<file path="config.mk">
export PLATFORM = sky130hd
export DESIGN_NAME = cdet_link_flat
export DESIGN_NICKNAME = d
export VERILOG_FILES = /design/src/hdl/cdet_pkg.sv /design/src/hdl/cdet_link_if.sv /design/src/hdl/cdet_reg_port.sv /design/src/hdl/cdet_link.sv /design/src/flat_wrapper.sv
export SDC_FILE = /design/constraint.sdc
export NUM_CORES = 1
export LEC_CHECK = 0
export BUFFER_PORTS_ARGS = -buffer_cell sky130_fd_sc_hd__buf_2
export CORE_ASPECT_RATIO = 1.5
export CORE_MARGIN = 2
export CORE_UTILIZATION = 39
export DETAILED_ROUTE_END_ITERATION = 7
export PLACE_DENSITY_LB_ADDON = 0.3
export SYNTH_ARGS = -nofsm -noshare
export SYNTH_HDL_FRONTEND = slang
export SYNTH_SLANG_ARGS = --single-unit
</file>
<file path="constraint.sdc">
create_clock -name clk_i -period 3.2 [get_ports clk_i]
set_clock_uncertainty 0.05 [all_clocks]
set_input_delay 0.32 -clock clk_i [delete_from_list [all_inputs] [get_ports clk_i]]
set_output_delay 0.32 -clock clk_i [all_outputs]
set_load 0.02 [all_outputs]
</file>
<file path="src/hdl/cdet_pkg.sv">
// Shared constants for the charger detection link and transceiver ends
package cdet_pkg;
	// Transceiver register addresses
	localparam logic [5:0] FC_ADDR    = 6'h04;
	localparam logic [5:0] IOPM_ADDR  = 6'h3A;
	localparam logic [5:0] DEBUG_ADDR = 6'h15;
	localparam logic [5:0] RID_ADDR   = 6'h36;
	// Function control values
	localparam logic [7:0] FC_RESET   = 8'h41;
	localparam logic [7:0] FC_FS_NODRV = 8'h49;
	localparam logic [7:0] FC_SUSPEND = 8'h01;
	localparam int         FC_SUSPM_BIT = 6;
	// IO and power management
	localparam logic [7:0] IOPM_RESET = 8'h04;
	localparam int         IOPM_DP_BIT = 4;
	localparam int         IOPM_DM_BIT = 5;
	// ID resistance control and status fields
	localparam int         RID_PU_BIT   = 0;
	localparam int         RID_GO_BIT   = 1;
	localparam int         RID_DONE_BIT = 2;
	localparam int         RID_SESS_BIT = 3;
	localparam int         RID_RES_LSB  = 4;
	localparam int         RID_RES_W    = 3;
	localparam int         RID_GND_BIT  = 7;
	// Link command and receive command fields
	localparam logic [1:0] CMD_WRITE = 2'h2;
	localparam logic [1:0] CMD_READ  = 2'h3;
	localparam int         RX_SESS_LSB = 2;
	localparam logic [1:0] RX_SESS_ON  = 2'h3;
	localparam int         LP_INT_BIT  = 3;
	localparam logic [1:0] LINE_SE0 = 2'h0;
	localparam logic [1:0] LINE_SE1 = 2'h3;
	// Timing
	localparam int CLK_PERIOD_NS   = 8;
	localparam int RID_CONV_NS     = 400;
	localparam int RID_CONV_CYCLES = (RID_CONV_NS + CLK_PERIOD_NS - 1) / CLK_PERIOD_NS;
	// Controller register map (byte offsets)
	localparam logic [3:0] WB_CTRL     = 4'h0;
	localparam logic [3:0] WB_STATUS   = 4'h4;
	localparam logic [3:0] WB_IRQ_STAT = 4'h8;
	localparam logic [3:0] WB_IRQ_MASK = 4'hC;
	localparam int CTRL_START_BIT = 0;
	localparam int CTRL_MEAS_BIT  = 1;
	localparam int CTRL_LPM_BIT   = 2;
	localparam int ST_BUSY_BIT    = 0;
	localparam int ST_OUT_LSB     = 1;
	localparam int ST_RID_LSB     = 4;
	localparam int ST_LPLINE_LSB  = 8;
	localparam int IRQ_DONE_BIT   = 0;
	localparam int IRQ_PINT_BIT   = 1;
	// Detection outcome
	typedef enum logic [1:0] {
		OUT_NONE    = 2'h0,
		OUT_CHARGER = 2'h1,
		OUT_HOST    = 2'h2
	} cdet_outcome_type;
endpackage

</file>
<file path="src/hdl/cdet_link_if.sv">
// Link bus between the controller and the transceiver
`timescale 1ns/10ps
`default_nettype none
interface cdet_link_if;
	logic [7:0] lnk_data;
	logic       stp;
	logic [7:0] phy_data;
	logic       dir;
	logic       nxt;
	modport phy (input lnk_data, input stp, output phy_data, output dir, output nxt);
	modport link (output lnk_data, output stp, input phy_data, input dir, input nxt);
endinterface
`default_nettype wire

</file>
<file path="src/hdl/cdet_reg_port.sv">
// Link side register access engine with receive command capture
`timescale 1ns/10ps
`default_nettype none
module cdet_reg_port (
	input  wire logic       clk_i,
	input  wire logic       rst_i,
	input  wire logic       req_i,
	input  wire logic       we_i,
	input  wire logic [5:0] addr_i,
	input  wire logic [7:0] wdata_i,
	input  wire logic       lpm_i,
	input  wire logic       stp_req_i,
	input  wire logic       dir_i,
	input  wire logic       nxt_i,
	input  wire logic [7:0] data_i,
	output logic [7:0]      data_o,
	output logic            stp_o,
	output logic            done_o,
	output logic [7:0]      rdata_o,
	output logic            rx_valid_o,
	output logic [7:0]      rx_data_o
);
	typedef enum logic [6:0] {
		P_IDLE = 7'h01, P_CMD = 7'h02, P_WDAT = 7'h04, P_STP = 7'h08,
		P_RWAIT = 7'h10, P_RGET = 7'h20, P_RXGET = 7'h40
	} cdet_port_type;
	cdet_port_type st_q;
	logic          pend_q;

	// Bus sequencer; a receive command started before the accept preempts our command
	always_ff @(posedge clk_i) begin
		done_o     <= 1'b0;
		rx_valid_o <= 1'b0;
		if (rst_i) begin
			st_q    <= P_IDLE;
			pend_q  <= 1'b0;
			data_o  <= 8'h00;
			stp_o   <= 1'b0;
			rdata_o <= 8'h00;
			rx_data_o <= 8'h00;
		end else begin
			stp_o <= stp_req_i;
			if (req_i)
				pend_q <= 1'b1;
			unique case (st_q)
				P_IDLE: begin
					if (dir_i && !lpm_i)
						st_q <= P_RXGET;
					else if ((req_i || pend_q) && !dir_i) begin
						data_o <= {we_i ? cdet_pkg::CMD_WRITE : cdet_pkg::CMD_READ, addr_i};
						st_q   <= P_CMD;
					end
				end
				P_CMD: begin
					if (dir_i) begin
						data_o <= 8'h00;
						st_q   <= P_RXGET;
					end else if (nxt_i) begin
						data_o <= we_i ? wdata_i : 8'h00;
						st_q   <= we_i ? P_WDAT : P_RWAIT;
					end
				end
				P_WDAT: begin
					if (nxt_i) begin
						data_o <= 8'h00;
						stp_o  <= 1'b1;
						st_q   <= P_STP;
					end
				end
				P_STP: begin
					pend_q <= 1'b0;
					done_o <= 1'b1;
					st_q   <= P_IDLE;
				end
				P_RWAIT: begin
					if (dir_i)
						st_q <= P_RGET;
				end
				P_RGET: begin
					rdata_o <= data_i;
					pend_q  <= 1'b0;
					done_o  <= 1'b1;
					st_q    <= P_IDLE;
				end
				P_RXGET: begin
					rx_data_o  <= data_i;
					rx_valid_o <= 1'b1;
					st_q       <= P_IDLE;
				end
			endcase
		end
	end
endmodule
`default_nettype wire

</file>
<file path="src/hdl/cdet_link.sv">
// Link end: charger detection sequencer with a Wishbone register slave
//
// The implementer's own choice: the Wishbone interface to the registers.
`timescale 1ns/10ps
`default_nettype none
// Overview of operation
// ID check: ground, pull-up, start, done, read
// ID result code reported for charger signature
// Synchronous mode: session valid from receive command
// Low power: watch data bit 3 wake
// On wake, exit low power, read cause
// Write 49h to function control first
// Bit 4 of IO register enables DP pull-up
// DP and DM pull-ups separately enabled
// Synchronous line state via debug register read
// Low power line state from data bits 1:0
// Session, FS non-driving, DP then DM pull-up
// Both pull-ups, SE1 means charger
// Both pull-ups, SE0 means host
// Pull-up bit connects data line pull-up
// DM pull-up is bit 5 there
// Report outcome and ID result to software
module cdet_link (
	input  wire logic        clk_i,
	input  wire logic        rst_i,
	cdet_link_if.link        lnk,
	input  wire logic        wb_cyc_i,
	input  wire logic        wb_stb_i,
	input  wire logic        wb_we_i,
	input  wire logic [3:0]  wb_adr_i,
	input  wire logic [3:0]  wb_sel_i,
	input  wire logic [31:0] wb_dat_i,
	output logic [31:0]      wb_dat_o,
	output logic             wb_ack_o,
	output logic             irq_o
);
	typedef enum logic [14:0] {
		S_IDLE = 15'h0001, S_IDWAIT = 15'h0002, S_IDPU = 15'h0004, S_IDGO = 15'h0008,
		S_IDPOLL = 15'h0010, S_LPENTER = 15'h0020, S_LPWAIT = 15'h0040, S_LPEXIT = 15'h0080,
		S_CAUSE = 15'h0100, S_SESS = 15'h0200, S_FSMODE = 15'h0400, S_PUDP = 15'h0800,
		S_PUDM = 15'h1000, S_LINE = 15'h2000, S_DONE = 15'h4000
	} cdet_seq_type;
	cdet_seq_type st_q;
	logic        meas_q;
	logic        lpmode_q;
	logic        start_q;
	logic [1:0]  irq_stat_q;
	logic [1:0]  irq_mask_q;
	cdet_pkg::cdet_outcome_type outcome_q;
	logic [2:0]  rid_q;
	logic [1:0]  lp_line_q;
	logic        sess_q;
	logic        lpm_q;
	logic        issued_q;
	logic        req_q;
	logic        acc_want;
	logic        acc_we;
	logic [5:0]  acc_addr;
	logic [7:0]  acc_wdata;
	logic        done;
	logic [7:0]  rdata;
	logic        rx_valid;
	logic [7:0]  rx_data;
	logic        wb_wr;
	logic        ev_done;
	logic        ev_pint;
	logic [31:0] status;

	assign wb_wr   = wb_cyc_i && wb_stb_i && wb_we_i && !wb_ack_o && wb_sel_i[0];
	assign ev_done = (st_q == S_DONE);
	assign ev_pint = (st_q == S_LPWAIT) && lnk.dir && lnk.phy_data[cdet_pkg::LP_INT_BIT];
	// Busy 0, outcome 2:1, ID result 6:4, low-power line state 9:8
	assign status  = {22'h0, lp_line_q, 1'b0, rid_q, 1'b0, outcome_q, st_q != S_IDLE};

	cdet_reg_port u_port (
		.clk_i      (clk_i),
		.rst_i      (rst_i),
		.req_i      (req_q),
		.we_i       (acc_we),
		.addr_i     (acc_addr),
		.wdata_i    (acc_wdata),
		.lpm_i      (lpm_q),
		.stp_req_i  (st_q == S_LPEXIT),
		.dir_i      (lnk.dir),
		.nxt_i      (lnk.nxt),
		.data_i     (lnk.phy_data),
		.data_o     (lnk.lnk_data),
		.stp_o      (lnk.stp),
		.done_o     (done),
		.rdata_o    (rdata),
		.rx_valid_o (rx_valid),
		.rx_data_o  (rx_data)
	);

	// Transceiver access wanted in each step
	always_comb begin
		acc_want  = 1'b1;
		acc_we    = 1'b1;
		acc_addr  = cdet_pkg::RID_ADDR;
		acc_wdata = 8'h00;
		unique case (st_q)
			S_IDWAIT, S_IDPOLL, S_CAUSE: acc_we = 1'b0;
			S_IDPU: acc_wdata = 8'h01 << cdet_pkg::RID_PU_BIT;
			S_IDGO: acc_wdata = (8'h01 << cdet_pkg::RID_PU_BIT) | (8'h01 << cdet_pkg::RID_GO_BIT);
			S_LPENTER: begin acc_addr = cdet_pkg::FC_ADDR; acc_wdata = cdet_pkg::FC_SUSPEND; end
			S_FSMODE: begin acc_addr = cdet_pkg::FC_ADDR; acc_wdata = cdet_pkg::FC_FS_NODRV; end
			S_PUDP: begin
				acc_addr  = cdet_pkg::IOPM_ADDR;
				acc_wdata = cdet_pkg::IOPM_RESET | (8'h01 << cdet_pkg::IOPM_DP_BIT);
			end
			S_PUDM: begin
				acc_addr  = cdet_pkg::IOPM_ADDR;
				acc_wdata = cdet_pkg::IOPM_RESET | (8'h01 << cdet_pkg::IOPM_DP_BIT)
					| (8'h01 << cdet_pkg::IOPM_DM_BIT);
			end
			S_LINE: begin acc_we = 1'b0; acc_addr = cdet_pkg::DEBUG_ADDR; end
			default: acc_want = 1'b0;
		endcase
	end

	// One request at a time, held off until the previous answer
	always_ff @(posedge clk_i) begin
		if (rst_i) begin
			req_q    <= 1'b0;
			issued_q <= 1'b0;
		end else begin
			req_q <= acc_want && !issued_q;
			if (done)
				issued_q <= 1'b0;
			else if (acc_want)
				issued_q <= 1'b1;
		end
	end

	// Session valid seen in receive commands
	always_ff @(posedge clk_i) begin
		if (rst_i)
			sess_q <= 1'b0;
		else if (rx_valid)
			sess_q <= (rx_data[cdet_pkg::RX_SESS_LSB +: 2] == cdet_pkg::RX_SESS_ON);
	end

	// Detection sequencer
	always_ff @(posedge clk_i) begin
		if (rst_i) begin
			st_q      <= S_IDLE;
			outcome_q <= cdet_pkg::OUT_NONE;
			rid_q     <= 3'h0;
			lp_line_q <= 2'h0;
			lpm_q     <= 1'b0;
		end else begin
			unique case (st_q)
				S_IDLE: if (start_q) begin
					outcome_q <= cdet_pkg::OUT_NONE;
					st_q <= meas_q ? S_IDWAIT : (lpmode_q ? S_LPENTER : S_SESS);
				end
				S_IDWAIT: if (done && rdata[cdet_pkg::RID_GND_BIT]) st_q <= S_IDPU;
				S_IDPU: if (done) st_q <= S_IDGO;
				S_IDGO: if (done) st_q <= S_IDPOLL;
				S_IDPOLL: if (done && rdata[cdet_pkg::RID_DONE_BIT]) begin
					rid_q <= rdata[cdet_pkg::RID_RES_LSB +: cdet_pkg::RID_RES_W];
					st_q  <= lpmode_q ? S_LPENTER : S_SESS;
				end
				S_LPENTER: begin
					lpm_q <= 1'b1; // Keeps the engine off the turned bus
					if (done) st_q <= S_LPWAIT;
				end
				S_LPWAIT: if (lnk.dir) begin
					lp_line_q <= lnk.phy_data[1:0];
					if (lnk.phy_data[cdet_pkg::LP_INT_BIT]) st_q <= S_LPEXIT;
				end
				S_LPEXIT: if (!lnk.dir) begin
					lpm_q <= 1'b0;
					st_q  <= S_CAUSE;
				end
				S_CAUSE: if (done) st_q <= rdata[cdet_pkg::RID_SESS_BIT] ? S_FSMODE : S_LPENTER;
				S_SESS: if (sess_q) st_q <= S_FSMODE;
				S_FSMODE: if (done) st_q <= S_PUDP;
				S_PUDP: if (done) st_q <= S_PUDM;
				S_PUDM: if (done) st_q <= S_LINE;
				S_LINE: if (done) begin
					if (rdata[1:0] == cdet_pkg::LINE_SE1)
						outcome_q <= cdet_pkg::OUT_CHARGER;
					else if (rdata[1:0] == cdet_pkg::LINE_SE0)
						outcome_q <= cdet_pkg::OUT_HOST;
					st_q <= S_DONE;
				end
				S_DONE: st_q <= S_IDLE;
			endcase
		end
	end

	// Control, mask and sticky status; an event wins over its clear
	always_ff @(posedge clk_i) begin
		if (rst_i) begin
			start_q    <= 1'b0;
			meas_q     <= 1'b0;
			lpmode_q   <= 1'b0;
			irq_mask_q <= 2'h0;
			irq_stat_q <= 2'h0;
		end else begin
			start_q <= wb_wr && wb_adr_i == cdet_pkg::WB_CTRL && wb_dat_i[cdet_pkg::CTRL_START_BIT];
			if (wb_wr && wb_adr_i == cdet_pkg::WB_CTRL) begin
				meas_q   <= wb_dat_i[cdet_pkg::CTRL_MEAS_BIT];
				lpmode_q <= wb_dat_i[cdet_pkg::CTRL_LPM_BIT];
			end
			if (wb_wr && wb_adr_i == cdet_pkg::WB_IRQ_MASK)
				irq_mask_q <= wb_dat_i[1:0];
			irq_stat_q <= (irq_stat_q & ~((wb_wr && wb_adr_i == cdet_pkg::WB_IRQ_STAT) ? wb_dat_i[1:0] : 2'h0))
				| {ev_pint, ev_done};
		end
	end

	// Bus answer one cycle after the strobe; unmapped offsets read zero
	always_ff @(posedge clk_i) begin
		if (rst_i) begin
			wb_ack_o <= 1'b0;
			wb_dat_o <= 32'h0000_0000;
			irq_o    <= 1'b0;
		end else begin
			wb_ack_o <= wb_cyc_i && wb_stb_i && !wb_ack_o;
			irq_o    <= |(irq_stat_q & irq_mask_q);
			unique case (wb_adr_i)
				cdet_pkg::WB_CTRL:     wb_dat_o <= {29'h0, lpmode_q, meas_q, 1'b0};
				cdet_pkg::WB_STATUS:   wb_dat_o <= status;
				cdet_pkg::WB_IRQ_STAT: wb_dat_o <= {30'h0, irq_stat_q};
				cdet_pkg::WB_IRQ_MASK: wb_dat_o <= {30'h0, irq_mask_q};
				default:               wb_dat_o <= 32'h0000_0000;
			endcase
		end
	end
endmodule
`default_nettype wire

</file>
<file path="src/flat_wrapper.sv">
// flat-port wrapper written by rule: the top's interface ports become plain ports
module cdet_link_flat 
  (clk_i, rst_i, wb_cyc_i, wb_stb_i, wb_we_i, wb_adr_i, wb_sel_i, wb_dat_i, wb_dat_o, wb_ack_o, irq_o, lnk_lnk_data, lnk_stp, lnk_phy_data, lnk_dir, lnk_nxt);
  cdet_link_if lnk_i ();
  input  wire logic clk_i;
  input  wire logic rst_i;
  input  wire logic wb_cyc_i;
  input  wire logic wb_stb_i;
  input  wire logic wb_we_i;
  input  wire logic [3:0] wb_adr_i;
  input  wire logic [3:0] wb_sel_i;
  input  wire logic [31:0] wb_dat_i;
  output logic [31:0] wb_dat_o;
  output logic wb_ack_o;
  output logic irq_o;
  output wire logic [$bits(lnk_i.lnk_data)-1:0] lnk_lnk_data;
  output wire logic [$bits(lnk_i.stp)-1:0] lnk_stp;
  input wire logic [$bits(lnk_i.phy_data)-1:0] lnk_phy_data;
  input wire logic [$bits(lnk_i.dir)-1:0] lnk_dir;
  input wire logic [$bits(lnk_i.nxt)-1:0] lnk_nxt;
  assign lnk_lnk_data = lnk_i.lnk_data;
  assign lnk_stp = lnk_i.stp;
  assign lnk_i.phy_data = lnk_phy_data;
  assign lnk_i.dir = lnk_dir;
  assign lnk_i.nxt = lnk_nxt;
  cdet_link u_core (.clk_i(clk_i), .rst_i(rst_i), .lnk(lnk_i), .wb_cyc_i(wb_cyc_i), .wb_stb_i(wb_stb_i), .wb_we_i(wb_we_i), .wb_adr_i(wb_adr_i), .wb_sel_i(wb_sel_i), .wb_dat_i(wb_dat_i), .wb_dat_o(wb_dat_o), .wb_ack_o(wb_ack_o), .irq_o(irq_o));
endmodule
</file>
* Word level (Yosys, flattened, before mapping)
Index checks and enable logic that the tools add are counted.
** Storage, ports and cells
- Output and inout port bits :: 43
- Input port bits :: 55
- Word-level logic and storage cells :: 172
- Register bits :: 98
** Operators by class
- Bitwise gates (word level) :: 4
- Mux-type cells :: 51
- Reductions and logical operators :: 43
- Eq/ne operators :: 50
** Operator list (count)
- two-way mux 15 bit :: 16
- case mux 15 bit (15 select lines) :: 1
- case mux 7 bit (5 select lines) :: 2
- two-way mux 8 bit :: 6
- two-way mux 7 bit :: 6
- case mux 10 bit (4 select lines) :: 1
- != test 2 bit, second input constant :: 15
- case mux 8 bit (3 select lines) :: 1
- case mux 6 bit (3 select lines) :: 1
- logical AND 1 bit :: 16
- == test 15 x 1 -> 1 bit, second input constant :: 1
- == test 15 x 10 -> 1 bit, second input constant :: 1
- == test 15 x 11 -> 1 bit, second input constant :: 1
- == test 15 x 12 -> 1 bit, second input constant :: 1
- == test 15 x 13 -> 1 bit, second input constant :: 1
- == test 15 x 14 -> 1 bit, second input constant :: 1
- == test 15 bit, second input constant :: 1
- == test 15 x 2 -> 1 bit, second input constant :: 1
- == test 15 x 3 -> 1 bit, second input constant :: 1
- == test 15 x 4 -> 1 bit, second input constant :: 1
- == test 15 x 5 -> 1 bit, second input constant :: 1
- == test 15 x 6 -> 1 bit, second input constant :: 1
- == test 15 x 7 -> 1 bit, second input constant :: 1
- == test 15 x 8 -> 1 bit, second input constant :: 1
- other kinds (39) :: 69

* Depth between registers and ports, before layout
- Depth after elaboration :: 9
- Gate-level depth with buffers :: 9
- Gate-level depth less buffers :: 7

* Hierarchy
A second synthesis with hierarchy kept.
** Unflattened totals
- Cell total of the unflattened synthesis :: 447
- Area, all modules :: 3906.2 µm²
** Modules (own cells, without submodules)
- cdet_link :: cells each 272, area an instance 2290.9 µm², instances 1, sequential area each 860.8 µm²
- cdet_reg_port :: cells each 175, area an instance 1615.3 µm², instances 1, sequential area each 700.7 µm²

* Worst setup path after synthesis
OpenSTA, ideal clock, no wires.
- Path type :: flip-flop to flip-flop
- From :: reg u_core.u_port.st_q[2]
- To :: reg u_core.u_port.data_o[6]
- Cell stages (with the launch flop) :: 9
- Setup slack :: 0.854 ns
- Library setup time :: 0.128 ns
- Data required time :: 3.022 ns
- Clock period less this slack :: 2.346 ns
- Arrival time :: 2.168 ns
- Buffers on the path :: 1
- Cells stage by stage :: dfxtp_1 -> or3_4 -> or4_4 -> or2_4 -> a21oi_4 -> or2_1 -> buf_6 -> mux2i_1 -> nor2_1
** On the way
- Word-level cells in the longest chain between the ends :: 3
- Elaborated cells on any way between the ends :: 10
- Classes of those cells :: eq/ne: 7; mux: 1; reduce/logical: 2
** Ends and longest elaborated chain
- from (decl) :: RTL line cdet_reg_port.sv:27 : cdet_port_type st_q;
- from (signal assigned) :: RTL line cdet_reg_port.sv:60 : st_q <= we_i ? P_WDAT : P_RWAIT;
- == test 7 x 2 -> 1 bit, or another cell as far along :: RTL line cdet_reg_port.sv:45 : unique case (st_q)
- != test 3 bit (no source line), or another cell as far along
- AND reduction 5 bit (no source line)
- to (signal assigned) :: RTL line cdet_reg_port.sv:50 : data_o <= {we_i ? cdet_pkg::CMD_WRITE : cdet_pkg::CMD_READ, addr_i};
- to (signal assigned) :: RTL line cdet_reg_port.sv:59 : data_o <= we_i ? wdata_i : 8'h00;
- to (decl) :: RTL line cdet_reg_port.sv:16 : output logic [7:0] data_o,
Parallel ways exist; a longest one is shown, timed or not.
A chain may end at the register's enable or synchronous reset.

* Worst setup path after layout
- From :: reg u_core.u_port.st_q[2]
- To :: reg u_core.u_port.data_o[7]
The elaborated chain is that of the path after synthesis.

==> results.ini <==
[detailed_routing]
drtIter0Drc=260
dr.pass1.iters=4
via_per_inst=5.37
drc=0
wl_per_cell_microns=14.8
totalWireLength_microns=8290
dr_total_vias=3006
antenna_left=0

[logic_synthesis]
synthDistinctLibCells=62
ys_seq_elements=72
syn_inst=411
yosysWarnings=0
yosysSeqAreaShare_pct=40.1
synth.most_common_cell=dfxtp_1
synth_common_cells=dfxtp_1, nor2_1, mux2i_1, buf_4, nand2_1
yosys.area.top_type=dfxtp_1
synth.area.top_cells=dfxtp_1, mux2i_1, nor2_1
avgSynthCellArea_sq_um=8.75
ys.flop_type=dfxtp_1
syn_area_sq_mm=0.00360
yosys.area.top_type_share_pct=40.1
synthArstFlopShare_pct=0
synth_edf_count=0

[worst_setup_path]
cp.required_ps=3350
crit_type=flip-flop to flip-flop
r2r_slack_ps=420
rr_startpoint=u_core.u_port.st_q[2]
critPathArrivalTime_ps=2930
path_max_fanout=9
cp-end-kind=flip-flop
timing.rr.end=u_core.u_port.data_o[7]
r2r.worst_path.cells=7
critPathLaunchType=flip-flop

[clock_network]
h-tree-depth=3
cts_buffers=9
cts_sinks=72
clk-insertion-delay-late_ps=340
cts_tree=yes
clkTransAtPathRegs_ps=60
postCtsSetupBuffers=0
cts_hold_buf=0
cts_buffer_depth=2
post_cts_resized=0
cts-root-buf=clkbuf_16

[sta]
finalSetupViolations=0
fin_crit_sh_pct=86.8
finalHoldViolCount=0
rsz0062_at_grt=false
period_needed_ps=2780
finalMaxSlewViolations=0
slew_headroom_pct=59.7
fmax_mhz=360
setup_slack_ps=423
tns_ps=0
tightest_slew_ps=603

[run]
max-cap-violations=0

[cells_and_area]
final_cells=560
fin_area_sq_mm=0.00408
nets=500
drive_above_1_share_pct=19.8
fillers=872
area_growth_pct=13.6
antenna_cells=0

[die]
die-area_sq_mm=0.0100
die_h_microns=122
rows=42
ios=98
core_area_sq_mm=0.00888
initial_utilization_pct=40.5
die_x_microns=82.4

[pwr]
vdd_drop_max_mv=0.440
power.density_mw_per_mm2=691
leakagePower_nw=1.67

[run_status]
status=finished clean

[global_routing]
antenna_found_initial=0
grt_usage_pct=17.8
gr-total-overflow=0
grt_pass1_vias=2905
grt_max_degree=43
grt_pass1_wl_microns=13600

[worst_hold_path]
min_path_cells=3
min_to=u_core.u_port.rdata_o[6]
hold_class=input port to flip-flop
hold_start=lnk_phy_data[6]

[place]
io_buffers=41
dpl_cell_area_sq_mm=0.00378
dp_cells=544
pre_cts_ws_ps=399
gp_congestion=0.898
hpwlAfterDp_microns=6120

flip-flops by register name (all words and copies together) (netlist names):
name,count
u_core.st_q,15
u_core.u_port.data_o,8
u_core.u_port.rdata_o,8
u_core.wb_dat_o,8
u_core.u_port.st_q,7
u_core.rid_q,3
u_core.irq_mask_q,2
u_core.irq_stat_q,2
u_core.lp_line_q,2
u_core.outcome_q,2
u_core.u_port.rx_data_o,2
u_core.irq_o,1
u_core.issued_q,1
u_core.lpm_q,1
u_core.lpmode_q,1
u_core.meas_q,1
u_core.req_q,1
u_core.sess_q,1
u_core.start_q,1
u_core.u_port.done_o,1
u_core.u_port.pend_q,1
u_core.u_port.rx_valid_o,1
u_core.u_port.stp_o,1
u_core.wb_ack_o,1
metal layers:
layer  wire [microns]  global-route usage, %  up-vias  part of all wire [%]
met5                0                      0        -                     0
met4              320                   9.58        0                   3.9
met3              353                   4.00       29                   4.3
met2             4440                   30.8       92                    54
met1             3170                   19.7     1425                    38
li1                 -                      -     1460                     -
cell usage in the layout, fill, tap and decap left out, types with 3 or more instances in the layout:
cell,netlist,routed
inv_1,10,10
or3_1,6,6
nand4_1,9,9
a211oi_1,4,4
conb_1,1,24
and2_1,5,5
nor4_1,5,5
buf_2,5,41
buf_4,26,3
nor2_1,64,64
nor3b_1,6,6
or2_2,6,6
dfxtp_1,72,72
clkbuf_16,0,9
or4_4,3,3
nand2_1,23,23
nor4_4,3,3
mux2i_1,30,30
nor2b_1,4,4
a22oi_1,5,5
o22ai_1,5,5
nand3b_1,3,3
o21ai_0,6,6
nand3_1,13,13
nor3_1,15,15
nand2b_1,7,7
xor2_1,4,4
a21oi_1,19,19
report_power, final:
part	switching, mW	internal (mW)	total [mW]	leakage [nW]
Clock	0.389	0.627	1.02	0.145
Sequential	0.0720	0.962	1.03	0.583
Combinational	0.487	0.288	0.775	0.940
layout make-up:
| type | instances | area [sq um] | area share, % |
|---|---|---|---|
| Sequential cell | 72 | 1440 | 35.3 |
| Clock inverter | 6 | 67.6 | 1.65 |
| Tap cell | 110 | 138 | 3.37 |
| Inverter | 10 | 37.5 | 0.919 |
| Multi-Input combinational cell | 308 | 1930 | 47.3 |
| Clock buffer | 10 | 239 | 5.85 |
| Timing Repair Buffer | 44 | 228 | 5.58 |
how the worst max path moves through the flow:
stage	from	to	slack (ps)	depth (start not counted)
3_3_place_gp	u_core.u_port.st_q[2]	u_core.u_port.data_o[7]	490	7
2_1_floorplan	u_core.u_port.st_q[2]	u_core.u_port.data_o[6]	850	8
6_report	u_core.u_port.st_q[2]	u_core.u_port.data_o[7]	420	7
4_1_cts	u_core.u_port.st_q[2]	u_core.u_port.data_o[7]	400	7
3_5_place_dp	u_core.u_port.st_q[2]	u_core.u_port.data_o[7]	400	7
5_1_grt	u_core.u_port.st_q[2]	u_core.u_port.data_o[3]	230	7
per-stage QoR:
stage	total power [mW]	hold slack (ps)	util, %
detailed placement	1.82	386	42.5
global placement	1.81	366	42.5
finish	2.82	172	46.0
global route	2.97	172	46.0
CTS	2.84	171	46.0
floorplan	1.69	352	-
worst max-delay path, cell delays in order, from the launching register on:
cell and delay, ps:
dfxtp_1 360, or3_4 420, or4_4 520, or2_4 280, a21oi_4 210, or2_1 490
mux2i_1 260, nor2_1 60
logic make-up after synthesis:
kind of cell	after synthesis	synth area share, %
and+or+nand+nor	188	28.8
AOI/OAI and AO/OA	59	11.9
muxes	31	8.98
DFF	72	40.1
xor gates and xnor gates	6	1.46
buffers and inverters	54	8.73
other	1	0.104
Power figures use the tool's default switching activity.
